## src/smp_pkg.sv

```systemverilog
package smp_pkg;
  // ----------------------------------------------------------------
  // register indices; byte address is four times the index
  // ----------------------------------------------------------------
  localparam logic [13:0] IDX_FRAME_CONFIG = 14'h2F01;
  localparam logic [13:0] IDX_SCL_DIV_LOW  = 14'h2F02;
  localparam logic [13:0] IDX_SCL_DIV_HIGH = 14'h2F03;
  localparam logic [13:0] IDX_SERIAL_DATA  = 14'h2F04;
  localparam logic [13:0] IDX_SERIAL_FLAGS = 14'h2F05;
  localparam logic [13:0] IDX_IRQ_ENABLE   = 14'h2F06;

  // ----------------------------------------------------------------
  // field positions
  // ----------------------------------------------------------------
  localparam int CFG_RESTART_EN_BIT = 0;
  localparam int CFG_STOP_EN_BIT    = 1;
  localparam int CFG_DATA_EN_BIT    = 2;
  localparam int CFG_START_EN_BIT   = 3;
  localparam int CFG_ENDIAN_BIT     = 4;
  localparam int FLG_ACK_BIT        = 0;
  localparam int FLG_BUSY_BIT       = 1;
  localparam int IEN_XFER_BIT       = 0;
  localparam int IEN_ILLEGAL_BIT    = 1;

  // ----------------------------------------------------------------
  // reset values and counts
  // ----------------------------------------------------------------
  localparam logic [7:0] RST_BYTE    = 8'h00;
  localparam logic       RST_ACK     = 1'b0;
  localparam logic [3:0] ACK_SLOT    = 4'h8;
  localparam logic [1:0] LAST_QUARTER = 2'h3;

  // ----------------------------------------------------------------
  // frame sequencer states
  // ----------------------------------------------------------------
  typedef enum logic [2:0] {
    SMP_IDLE  = 3'b000,
    SMP_START = 3'b001,
    SMP_DATA  = 3'b010,
    SMP_STOP  = 3'b011,
    SMP_DONE  = 3'b100
  } smp_state_t;
endpackage

```

## src/smp_serial_master_port.sv

```systemverilog
// Implementation choice: register access over APB.
`timescale 1ns/10ps
// Overview of operation
// scl quarter period is divider_threshold plus one clocks, from high and low bytes.
// endian zero sends register bit 7 first; endian one sends bit 0 first.
// writing the data byte launches the frame; byte then holds received wire data.
// busy flag in flags bit 1 stays set while a frame runs.
// writes to config, divider or data while busy raise illegal interrupt if enabled.
// when receiving, the ack bit written by software is sent in the ack slot.
// when transmitting, software writes ack one; slave ack lands in that bit.
// config holds start, data, stop, restart enables and bit order select.
// busy clears when the frame ends; received byte and ack then readable.
// register writes attempted while busy are discarded, except writes to irq enable.
// transfer interrupt per finished frame; scl held low while bus owned between frames.
// sda and scl are open drain; sampled sda is the wired-and of both ends.
module smp_serial_master_port #(
  parameter int FIFO_DEPTH = 2,
  parameter int FIFO_WIDTH = 8
) (
  // clock and reset
  input  wire logic                  clk_i,
  input  wire logic                  reset_i,
  // apb slave
  input  wire logic [15:0]           paddr_i,
  input  wire logic                  psel_i,
  input  wire logic                  penable_i,
  input  wire logic                  pwrite_i,
  input  wire logic [31:0]           pwdata_i,
  output logic                       pready_o,
  output logic [31:0]                prdata_o,
  output logic                       pslverr_o,
  // two-wire bus, open drain
  input  wire logic                  scl_i,
  output logic                       scl_o,
  output logic                       scl_oe_o,
  input  wire logic                  sda_i,
  output logic                       sda_o,
  output logic                       sda_oe_o,
  // events
  output logic                       xfer_irq_o,
  output logic                       illegal_irq_o,
  // received byte stream
  output logic [FIFO_WIDTH-1:0]      rx_data_o,
  output logic                       rx_valid_o,
  input  wire logic                  rx_ready_i
);
  localparam int PW = (FIFO_DEPTH > 1) ? $clog2(FIFO_DEPTH) : 1;

  // ----------------------------------------------------------------
  // helpers
  // ----------------------------------------------------------------
  function automatic logic [2:0] wire_pos(input logic endian, input logic [3:0] slot);
    wire_pos = endian ? slot[2:0] : 3'(7 - slot[2:0]);
  endfunction

  function automatic logic is_reg(input logic [15:0] addr, input logic [13:0] idx);
    is_reg = (addr == {idx, 2'b00});
  endfunction

  // ----------------------------------------------------------------
  // state
  // ----------------------------------------------------------------
  smp_pkg::smp_state_t   state_reg, state_next;
  logic [7:0]            cfg_reg, cfg_next;
  logic [7:0]            thl_reg, thl_next;
  logic [7:0]            thh_reg, thh_next;
  logic [7:0]            data_reg, data_next;
  logic [5:0]            flg_rsv_reg, flg_rsv_next;
  logic                  ack_reg, ack_next;
  logic [1:0]            ien_reg, ien_next;
  logic [15:0]           div_reg, div_next;
  logic [1:0]            qtr_reg, qtr_next;
  logic [3:0]            bit_reg, bit_next;
  logic                  own_reg, own_next;
  logic                  scl_low_reg, scl_low_next;
  logic                  sda_low_reg, sda_low_next;
  logic                  xirq_reg, xirq_next;
  logic                  iirq_reg, iirq_next;
  logic [FIFO_WIDTH-1:0] mem_reg [FIFO_DEPTH];
  logic [PW-1:0]         wptr_reg, wptr_next;
  logic [PW-1:0]         rptr_reg, rptr_next;
  logic [PW:0]           cnt_reg, cnt_next;
  logic                  push, pop, fifo_ready;
  logic                  wr, busy, tick;
  logic [15:0]           th;

  assign th    = {thh_reg, thl_reg};
  assign busy  = (state_reg != smp_pkg::SMP_IDLE);
  assign tick  = (div_reg == th);
  assign wr    = psel_i & penable_i & pwrite_i;
  assign fifo_ready = (cnt_reg != (PW+1)'(FIFO_DEPTH));

  // ----------------------------------------------------------------
  // apb read side, zero wait states
  // ----------------------------------------------------------------
  always_comb begin
    pready_o  = 1'b1;
    pslverr_o = 1'b0;
    prdata_o  = 32'h0000_0000;
    if (is_reg(paddr_i, smp_pkg::IDX_FRAME_CONFIG)) begin
      prdata_o[7:0] = cfg_reg;
    end else if (is_reg(paddr_i, smp_pkg::IDX_SCL_DIV_LOW)) begin
      prdata_o[7:0] = thl_reg;
    end else if (is_reg(paddr_i, smp_pkg::IDX_SCL_DIV_HIGH)) begin
      prdata_o[7:0] = thh_reg;
    end else if (is_reg(paddr_i, smp_pkg::IDX_SERIAL_DATA)) begin
      prdata_o[7:0] = data_reg;
    end else if (is_reg(paddr_i, smp_pkg::IDX_SERIAL_FLAGS)) begin
      prdata_o[7:0] = {flg_rsv_reg, busy, ack_reg};
    end else if (is_reg(paddr_i, smp_pkg::IDX_IRQ_ENABLE)) begin
      prdata_o[1:0] = ien_reg;
    end else begin
      pslverr_o = psel_i & penable_i;                        // unmapped word
    end
  end

  // ----------------------------------------------------------------
  // registers and frame sequencer
  // ----------------------------------------------------------------
  always_comb begin
    state_next   = state_reg;
    cfg_next     = cfg_reg;
    thl_next     = thl_reg;
    thh_next     = thh_reg;
    data_next    = data_reg;
    flg_rsv_next = flg_rsv_reg;
    ack_next     = ack_reg;
    ien_next     = ien_reg;
    div_next     = 16'h0000;
    qtr_next     = qtr_reg;
    bit_next     = bit_reg;
    own_next     = own_reg;
    xirq_next    = 1'b0;
    iirq_next    = 1'b0;
    push         = 1'b0;
    // software writes; while busy all but irq enable are dropped, and those to config, divider or data flagged
    if (wr && is_reg(paddr_i, smp_pkg::IDX_IRQ_ENABLE)) begin
      ien_next = pwdata_i[1:0];
    end else if (wr && busy) begin
      iirq_next = ien_reg[smp_pkg::IEN_ILLEGAL_BIT] &&
                  (paddr_i[15:2] >= smp_pkg::IDX_FRAME_CONFIG) &&
                  (paddr_i[15:2] <= smp_pkg::IDX_SERIAL_DATA) && (paddr_i[1:0] == 2'b00);
    end else if (wr) begin
      if (is_reg(paddr_i, smp_pkg::IDX_FRAME_CONFIG)) cfg_next = pwdata_i[7:0];
      if (is_reg(paddr_i, smp_pkg::IDX_SCL_DIV_LOW))  thl_next = pwdata_i[7:0];
      if (is_reg(paddr_i, smp_pkg::IDX_SCL_DIV_HIGH)) thh_next = pwdata_i[7:0];
      if (is_reg(paddr_i, smp_pkg::IDX_SERIAL_FLAGS)) begin
        ack_next     = pwdata_i[smp_pkg::FLG_ACK_BIT];
        flg_rsv_next = pwdata_i[7:2];
      end
      if (is_reg(paddr_i, smp_pkg::IDX_SERIAL_DATA)) begin
        data_next = pwdata_i[7:0];
        qtr_next  = 2'h0;
        bit_next  = 4'h0;
        if (cfg_reg[smp_pkg::CFG_START_EN_BIT] || cfg_reg[smp_pkg::CFG_RESTART_EN_BIT]) begin
          state_next = smp_pkg::SMP_START;
        end else if (cfg_reg[smp_pkg::CFG_DATA_EN_BIT]) begin
          state_next = smp_pkg::SMP_DATA;
        end else if (cfg_reg[smp_pkg::CFG_STOP_EN_BIT]) begin
          state_next = smp_pkg::SMP_STOP;
        end else begin
          state_next = smp_pkg::SMP_DONE;                    // empty frame just completes
        end
      end
    end
    // each element is four quarters of divider_threshold plus one clocks
    if (state_reg inside {smp_pkg::SMP_START, smp_pkg::SMP_DATA, smp_pkg::SMP_STOP}) begin
      div_next = tick ? 16'h0000 : 16'(div_reg + 16'h0001);
      if (tick) begin
        qtr_next = 2'(qtr_reg + 2'h1);
        if (qtr_reg == smp_pkg::LAST_QUARTER) begin
          case (state_reg)
            smp_pkg::SMP_START: begin
              own_next = 1'b1;
              if (cfg_reg[smp_pkg::CFG_DATA_EN_BIT]) state_next = smp_pkg::SMP_DATA;
              else if (cfg_reg[smp_pkg::CFG_STOP_EN_BIT]) state_next = smp_pkg::SMP_STOP;
              else state_next = smp_pkg::SMP_DONE;
            end
            smp_pkg::SMP_DATA: begin
              // sample at the end of the high time; line is the wired-and
              if (bit_reg == smp_pkg::ACK_SLOT) begin
                ack_next = sda_i;
                if (cfg_reg[smp_pkg::CFG_STOP_EN_BIT]) state_next = smp_pkg::SMP_STOP;
                else state_next = smp_pkg::SMP_DONE;
              end else begin
                data_next[wire_pos(cfg_reg[smp_pkg::CFG_ENDIAN_BIT], bit_reg)] = sda_i;
                bit_next = 4'(bit_reg + 4'h1);
              end
            end
            smp_pkg::SMP_STOP: begin
              own_next   = 1'b0;
              state_next = smp_pkg::SMP_DONE;
            end
            default: state_next = smp_pkg::SMP_DONE;
          endcase
        end
      end
    end
    // completion waits for room in the receive buffer, so no byte is lost
    if (state_reg == smp_pkg::SMP_DONE && (fifo_ready || !cfg_reg[smp_pkg::CFG_DATA_EN_BIT])) begin
      push       = cfg_reg[smp_pkg::CFG_DATA_EN_BIT];
      state_next = smp_pkg::SMP_IDLE;
      xirq_next  = ien_reg[smp_pkg::IEN_XFER_BIT];
    end
  end

  // ----------------------------------------------------------------
  // pin drive, decoded from the next state so pins come from flops
  // ----------------------------------------------------------------
  always_comb begin
    scl_low_next = 1'b0;
    sda_low_next = 1'b0;
    case (state_next)
      smp_pkg::SMP_IDLE: scl_low_next = own_next;
      smp_pkg::SMP_DONE: begin
        scl_low_next = own_next;
        sda_low_next = own_next;                              // keep sda steady while scl falls
      end
      smp_pkg::SMP_START: begin
        scl_low_next = (qtr_next < 2'h2);
        sda_low_next = (qtr_next == 2'h3);
      end
      smp_pkg::SMP_STOP: begin
        scl_low_next = (qtr_next < 2'h2);
        sda_low_next = (qtr_next != 2'h3);
      end
      smp_pkg::SMP_DATA: begin
        scl_low_next = (qtr_next < 2'h2);
        if (bit_next == smp_pkg::ACK_SLOT) sda_low_next = !ack_next;
        else sda_low_next = !data_next[wire_pos(cfg_next[smp_pkg::CFG_ENDIAN_BIT], bit_next)];
      end
      default: scl_low_next = 1'b0;
    endcase
  end

  // ----------------------------------------------------------------
  // receive buffer pointers
  // ----------------------------------------------------------------
  always_comb begin
    pop       = rx_valid_o & rx_ready_i;
    wptr_next = wptr_reg;
    rptr_next = rptr_reg;
    if (push) wptr_next = (wptr_reg == PW'(FIFO_DEPTH-1)) ? '0 : PW'(wptr_reg + 1'b1);
    if (pop)  rptr_next = (rptr_reg == PW'(FIFO_DEPTH-1)) ? '0 : PW'(rptr_reg + 1'b1);
    cnt_next = (PW+1)'(cnt_reg + (PW+1)'(push) - (PW+1)'(pop));
  end

  assign rx_valid_o = (cnt_reg != '0);
  assign rx_data_o  = mem_reg[rptr_reg];

  // ----------------------------------------------------------------
  // flops
  // ----------------------------------------------------------------
  always_ff @(posedge clk_i) begin
    if (reset_i) begin
      state_reg   <= smp_pkg::SMP_IDLE;
      cfg_reg     <= smp_pkg::RST_BYTE;
      thl_reg     <= smp_pkg::RST_BYTE;
      thh_reg     <= smp_pkg::RST_BYTE;
      data_reg    <= smp_pkg::RST_BYTE;
      flg_rsv_reg <= 6'h00;
      ack_reg     <= smp_pkg::RST_ACK;
      ien_reg     <= 2'h0;
      div_reg     <= 16'h0000;
      qtr_reg     <= 2'h0;
      bit_reg     <= 4'h0;
      own_reg     <= 1'b0;
      scl_low_reg <= 1'b0;
      sda_low_reg <= 1'b0;
      xirq_reg    <= 1'b0;
      iirq_reg    <= 1'b0;
      wptr_reg    <= '0;
      rptr_reg    <= '0;
      cnt_reg     <= '0;
    end else begin
      state_reg   <= state_next;
      cfg_reg     <= cfg_next;
      thl_reg     <= thl_next;
      thh_reg     <= thh_next;
      data_reg    <= data_next;
      flg_rsv_reg <= flg_rsv_next;
      ack_reg     <= ack_next;
      ien_reg     <= ien_next;
      div_reg     <= div_next;
      qtr_reg     <= qtr_next;
      bit_reg     <= bit_next;
      own_reg     <= own_next;
      scl_low_reg <= scl_low_next;
      sda_low_reg <= sda_low_next;
      xirq_reg    <= xirq_next;
      iirq_reg    <= iirq_next;
      wptr_reg    <= wptr_next;
      rptr_reg    <= rptr_next;
      cnt_reg     <= cnt_next;
    end
  end

  // buffer storage needs no reset; only valid entries are ever read
  always_ff @(posedge clk_i) begin
    if (push) mem_reg[wptr_reg] <= data_reg;
  end

  // open drain: output level fixed low, enable carries the data
  assign scl_o         = 1'b0;
  assign sda_o         = 1'b0;
  assign scl_oe_o      = scl_low_reg;
  assign sda_oe_o      = sda_low_reg;
  assign xfer_irq_o    = xirq_reg;
  assign illegal_irq_o = iirq_reg;
endmodule

```

## config.mk

```make
export PLATFORM = sky130hd
export DESIGN_NAME = smp_serial_master_port
export DESIGN_NICKNAME = d
export VERILOG_FILES = /design/src/smp_pkg.sv /design/src/smp_serial_master_port.sv
export SDC_FILE = /design/constraint.sdc
export NUM_CORES = 1
export LEC_CHECK = 0
export BUFFER_PORTS_ARGS = -buffer_cell sky130_fd_sc_hd__buf_2
export CAP_MARGIN = 20
export CORE_MARGIN = 2
export CORE_UTILIZATION = 50
export DETAILED_ROUTE_END_ITERATION = 8
export GPL_ROUTABILITY_DRIVEN = 0
export PLACE_DENSITY = 0.77
export SYNTH_ARGS = -nofsm -noshare
export SYNTH_HDL_FRONTEND = slang
export SYNTH_SLANG_ARGS = --single-unit
```

## constraint.sdc

```tcl
create_clock -name clk_i -period 2.7 [get_ports clk_i]
set_input_delay 0.27 -clock clk_i [delete_from_list [all_inputs] [get_ports clk_i]]
set_output_delay 0.27 -clock clk_i [all_outputs]
set_load 0.02 [all_outputs]
```

* Word-level counts from Yosys, hierarchy flattened
Memory sizes are Yosys's and may differ from the RTL's. A register that Yosys moved wholly into a read port is not among the register bits.
Index checks and enable logic that the tools add are counted.
W data, S select, Z words.
** Word-level totals
- Memories :: 1
- Flip-flop bits (word level) :: 75
- Bits in writable memories :: 16
- Logic and storage cells :: 174
** Cells by class
- Bitwise logic cells :: 7
- Mux-type cells :: 84
- $add $sub $neg :: 9
- Reduce and logical (&&, ||, !) cells :: 26
- Equality and inequality tests :: 21
- Magnitude comparators :: 6
** Memories
- mem_reg :: words 2, bits a word 8, read ports 1, clocked after memory_dff 1, wr ports 1, RTL line smp_serial_master_port.sv:79 : logic [FIFO_WIDTH-1:0] mem_reg [FIFO_DEPTH];
** Operator list (count)
- $mux W8 :: 13
- $eq A16 B16 Y1 const B :: 6
- $mux W3 :: 14
- $mux W4 :: 9
- $mux W1 :: 28
- $mux W5 :: 4
- $add A16 B1 Y16 const B :: 1
- $eq A16 B16 Y1 :: 1
- $mux W2 :: 8
- $reduce_and A4 Y1 :: 4
- $ge A14 B14 Y1 const B :: 1
- $le A14 B14 Y1 const B :: 1
- $eq A3 B2 Y1 const B :: 4
- $reduce_or A3 Y1 :: 3
- $bwmux W8 :: 1
- $eq A4 B4 Y1 const B :: 2
- $lt A3 B4 Y1 const B :: 2
- $logic_and A1 B1 Y1 :: 7
- $eq A3 B1 Y1 const B :: 2
- $eq A3 B3 Y1 const B :: 2
- $mux W6 :: 1
- $pmux W3 S2 :: 1
- $reduce_bool A3 Y1 :: 2
- $sub A3 B3 Y3 const A :: 2
- 21 further kinds :: 34

* Longest topological paths before layout
- Depth after elaboration :: 17
- Mapped depth :: 12

* Least setup slack after synthesis
OpenSTA, ideal clock, no wires.
- Path type :: input-to-reg
- From :: input port paddr_i[1]
- To :: register sda_low_reg, in the netlist sda_oe_o
- Stages :: 9
- Arrival :: 2.697 ns
- Required time :: 2.571 ns
- Setup slack :: -0.126 ns
- Cells stage by stage :: or4_4 nor4_4 nand3b_2 nor2_4 mux2i_1 mux2i_1 o211ai_1 o2111ai_1 nand4b_1
** Between the ends
- Longest elaborated chain between the ends :: 17
- Elaborated cells between the ends (all ways) :: 68
- Classes of those cells :: add/sub: 1; eq/ne: 11; mux: 53; reduce/logical: 3
** RTL lines
- from (decl) :: RTL line smp_serial_master_port.sv:24 : input wire logic [15:0] paddr_i,
- $eq A16 B16 Y1 :: RTL line smp_serial_master_port.sv:57 : is_reg = (addr == {idx, 2'b00});
- $mux W4 :: RTL line smp_serial_master_port.sv:151 : if (is_reg(paddr_i, smp_pkg::IDX_SERIAL_DATA)) begin
- $mux W4 :: RTL line smp_serial_master_port.sv:143 : end else if (wr) begin
- $mux W4 :: RTL line smp_serial_master_port.sv:139 : end else if (wr && busy) begin
- $mux W4 :: RTL line smp_serial_master_port.sv:137 : if (wr && is_reg(paddr_i, smp_pkg::IDX_IRQ_ENABLE)) begin
- $mux W4 :: RTL line smp_serial_master_port.sv:181 : if (bit_reg == smp_pkg::ACK_SLOT) begin
- $mux W4 :: RTL line smp_serial_master_port.sv:172 : case (state_reg)
- $mux W4 :: RTL line smp_serial_master_port.sv:171 : if (qtr_reg == smp_pkg::LAST_QUARTER) begin
- $mux W4 :: RTL line smp_serial_master_port.sv:169 : if (tick) begin
- $mux W4 :: RTL line smp_serial_master_port.sv:167 : if (state_reg inside {smp_pkg::SMP_START, smp_pkg::SMP_DATA, smp_pkg::SMP_STOP}) begin
- $sub A3 B3 Y3 :: RTL line smp_serial_master_port.sv:53 : wire_pos = endian ? slot[2:0] : 3'(7 - slot[2:0]);
- $mux W3 :: RTL line smp_serial_master_port.sv:53
- $bmux W1 S3 :: RTL line smp_serial_master_port.sv:230 : else sda_low_next = !data_next[wire_pos(cfg_next[smp_pkg::CFG_ENDIAN_BIT], bit_next)];
- $mux W1 (not written as such) :: RTL line smp_serial_master_port.sv:230
- $logic_not A1 Y1 :: RTL line smp_serial_master_port.sv:230
- $mux W1 :: RTL line smp_serial_master_port.sv:229 : if (bit_next == smp_pkg::ACK_SLOT) sda_low_next = !ack_next;
- $pmux W1 S4 * :: RTL line smp_serial_master_port.sv:213 : case (state_next)
- to (signal assigned) :: RTL line smp_serial_master_port.sv:289 : sda_low_reg <= sda_low_next;
- to (decl) :: RTL line smp_serial_master_port.sv:76 : logic sda_low_reg, sda_low_next;
Every way passes the cells marked *; elsewhere a longest branch is shown, timed or not. The select of a mux whose other input is x is not followed.
A chain may end at the register's enable or synchronous reset.

* Final worst setup path
- From :: input port paddr_i[7]
- To :: output port prdata_o[2]
** Between the ends
- Longest elaborated chain between the ends :: 6
- Elaborated cells between the ends (all ways) :: 10
- Classes of those cells :: eq/ne: 5; mux: 5
** RTL lines
- $eq A16 B16 Y1 :: RTL line smp_serial_master_port.sv:57
- $mux W6 :: RTL line smp_serial_master_port.sv:108 : end else if (is_reg(paddr_i, smp_pkg::IDX_SERIAL_FLAGS)) begin
- $mux W8 :: RTL line smp_serial_master_port.sv:106 : end else if (is_reg(paddr_i, smp_pkg::IDX_SERIAL_DATA)) begin
- $mux W8 :: RTL line smp_serial_master_port.sv:104 : end else if (is_reg(paddr_i, smp_pkg::IDX_SCL_DIV_HIGH)) begin
- $mux W8 :: RTL line smp_serial_master_port.sv:102 : end else if (is_reg(paddr_i, smp_pkg::IDX_SCL_DIV_LOW)) begin
- $mux W8 * :: RTL line smp_serial_master_port.sv:100 : if (is_reg(paddr_i, smp_pkg::IDX_FRAME_CONFIG)) begin
- to (decl) :: RTL line smp_serial_master_port.sv:30 : output logic [31:0] prdata_o,
Every way passes the cells marked *; elsewhere a longest branch is shown, timed or not.

==> impl_metrics.toml <==
[synthesis]
synth_top_cell_area_share = 0.298
synth_cells = 576
yosysMostFrequentCell = "dfxtp_1"
yosysSeqAreaShare = 0.392
synth_commonest_cells = "76 x dfxtp_1, 65 x nor2_1, 43 x nand2_1"
synth-seq-cells = 92
syn_avg_cell_area_um2 = 8.86
async_reset_ff_frac = 0
synth-edff-count = 16
synth_cell_types = 60
ys.warnings.count = 0
yosysTopAreaCell = "dfxtp_1"
ys.flop_type = "dfxtp_1"
synth_area_leaders = "dfxtp_1 30%, edfxtp_1 9.4%, mux2i_1 6.3%"
syn_area_um2 = 5100

[detailed_routing]
antenna_left = 0
drt-wirelength-per-cell_um = 16.1
vias = 4685
via_per_inst = 5.76
highest_layer = "met4"
met1_length_um = 5740
drt_iter0_markers = 380
wl_um = 13100
wl_met3_um = 968
drtPass1Iterations = 5
wl_met2_um = 6070
route.detailed.drc = 0

[setup_path]
crit_fanout = 7
worstSetupStartpointType = "input pin"
cp_data_arrival_time_ns = 2.43
r2r-end = "sda_oe_o$_SDFF_PP0_"
crit_type = "input pin to primary output"
endpoint_kind = "primary output"
reg2regPathDepth = 11
rrSetupSlack_ns = 0.14
r2r_start = "thl_reg[5]$_SDFFE_PP0P_"
worstPathRequired_ns = 2.43
crit_start = "paddr_i[7]"

[clocking]
cts-hold-fix-buffers = 0
cts_buffers = 9
clockBufferDepth = 2
cts-root-buf = "clkbuf_8"
cts_num_sinks = 92
h-tree-depth = 3
clk_pin_slew_worst_paths_ns = 0.09
cts_tree = "done"
clk_latency_ns = 0.36

[finish]
antenna_cells = 0
area_growth_pct = 21.4
seq_area_um2 = 2010
layout-drive-gt1-share = 0.289
layout.nets = 739
fin_cells = 814
multi_input_area_um2 = 2940
n_fill_cell = 817

[timing]
layout_setup_ws_ns = -0.00246
rsz0062_at_grt = "true"
relSlewSlack = 0.542
setup_viol = 1
final.min_clock_period_ns = 2.70
fin_crit_sh = 1.00
fmaxAchievable_ghz = 0.370
drv_slew = 0
worst_pin_slew_ns = 0.684
finalHoldViolCount = 0
finalClockSkew_ns = 0.00905

[place]
dp_hpwl_um = 9630
pre_cts_ws_ns = -0.184
dp.cells = 792
portBuffers = 52

[global_route]
track_usage = 0.237
grt_pass1_wl_um = 21000
grt-ovfl-total = 0
antenna_found_initial = 0
grt_max_degree = 36
grt_pass1_vias = 4360

[floorplan]
io_pins = 105
core-area_um2 = 9860
dieWidth_um = 105
die-area_um2 = 11000
start_util = 0.518
die_h_um = 105
rows = 36

[worst_hold_path]
hold-path-cell-count = 3
hp-start = "pwdata_i[3]"
hold_class = "input pin to register"
whs_endpoint = "cfg_reg[3]$_SDFFE_PP0P_"

[pwr]
power_uw = 2590
ir_drop_mv = 0.270
p_leak_uw = 0.00246
p_per_area_nw_per_um2 = 418

[status]
violations = "negative setup slack"
status = "complete, but fails checks"

[run]
drv_cap = 0
-- kinds of logic (layout without fill, tap and decap cells) --
kind of cell,Yosys count,count (layout),synth area share
adders and majority gates,6,6,0.0147
AOI/OAI and AO/OA,96,96,0.119
buffers and inverters,71,151,0.0735
DFF,92,92,0.392
other,2,27,0.00147
muxes,55,55,0.118
xor gates and xnor gates,32,32,0.0549
and+or+nand+nor,222,222,0.226
-- report_power, final --
part	leakage [µW]	switching (µW)	internal (µW)
registers	0.000765	24.6	1410
clock network	0.0000855	465	380
logic	0.00161	188	121
-- routing by layer --
layer  vias up  GRT usage
met5         -          0
met2       234      0.382
met1      2213      0.312
met4         0     0.0790
li1       2211          -
met3        27     0.0536
-- cell type report --
cell class,instances,share of cell area
clock buffers,13,0.0256
inverters,16,0.00969
well taps,133,0.0269
repair buffers,120,0.136
multi-input cells,438,0.475
flip-flops and latches,92,0.325
clock inverters,2,0.00202
-- worst max-delay path by stage --
stage                          end  slack [ns]  cells after the start
2_1_floorplan  sda_oe_o$_SDFF_PP0_       -0.05                      9
6_report               prdata_o[2]      -0.002                     12
5_1_grt                prdata_o[5]       -0.05                     12
4_1_cts                prdata_o[6]        0.01                     13
3_3_place_gp   sda_oe_o$_SDFF_PP0_       -0.14                     12
3_5_place_dp           prdata_o[2]       -0.18                     10
-- cells in the final DEF (no fill, tap or decap), drive strengths merged, types with 2 or more instances in the layout --
master	n
a41o	2
a2bb2oi	2
or4	2
ha	6
buf	120
xnor2	25
and4	2
xor2	7
and3	8
conb	27
or2	3
dfxtp	76
o211ai	4
and2	4
o22ai	2
nor2	66
nand4b	3
nand2	43
mux2	21
nor3	8
clkbuf	13
o2111ai	3
nor4	6
a22oi	10
o21ai	18
nand3	39
nor2b	5
nand3b	3
or3	9
nand4	16
a222oi	4
inv	16
mux2i	34
a31oi	8
nor3b	2
edfxtp	16
a21oi	36
-- stage by stage --
step           utilization  setup TNS, ns  area (µm²)  hold slack [ns]
2_1_floorplan            -        -0.0503        5240            0.406
3_3_place_gp         0.590         -0.764        5820            0.472
3_5_place_dp         0.590          -2.06        5820            0.481
4_1_cts              0.610              0        6020            0.184
5_1_grt              0.628         -0.204        6200            0.182
6_report             0.628       -0.00246        6200            0.195
-- critical path, stage by stage --
cell	delay, ns
buf_6	0.09
or4_4	0.53
nor4_4	0.26
buf_4	0.16
buf_6	0.09
nor2b_4	0.16
nand2_1	0.06
nor2_1	0.13
buf_4	0.19
a221oi_1	0.10
a21oi_1	0.20
buf_4	0.18
-- repair_timing --
item / 4_1_cts / 5_1_grt
setup buffers: 1 / 6
gates resized for setup: 8 / 41
pin swaps: 2 / 12
endpoints found under the hold margin: 0 / 0
endpoints found under the setup margin: 8 / 9
(Power assumes the default switching activity.)
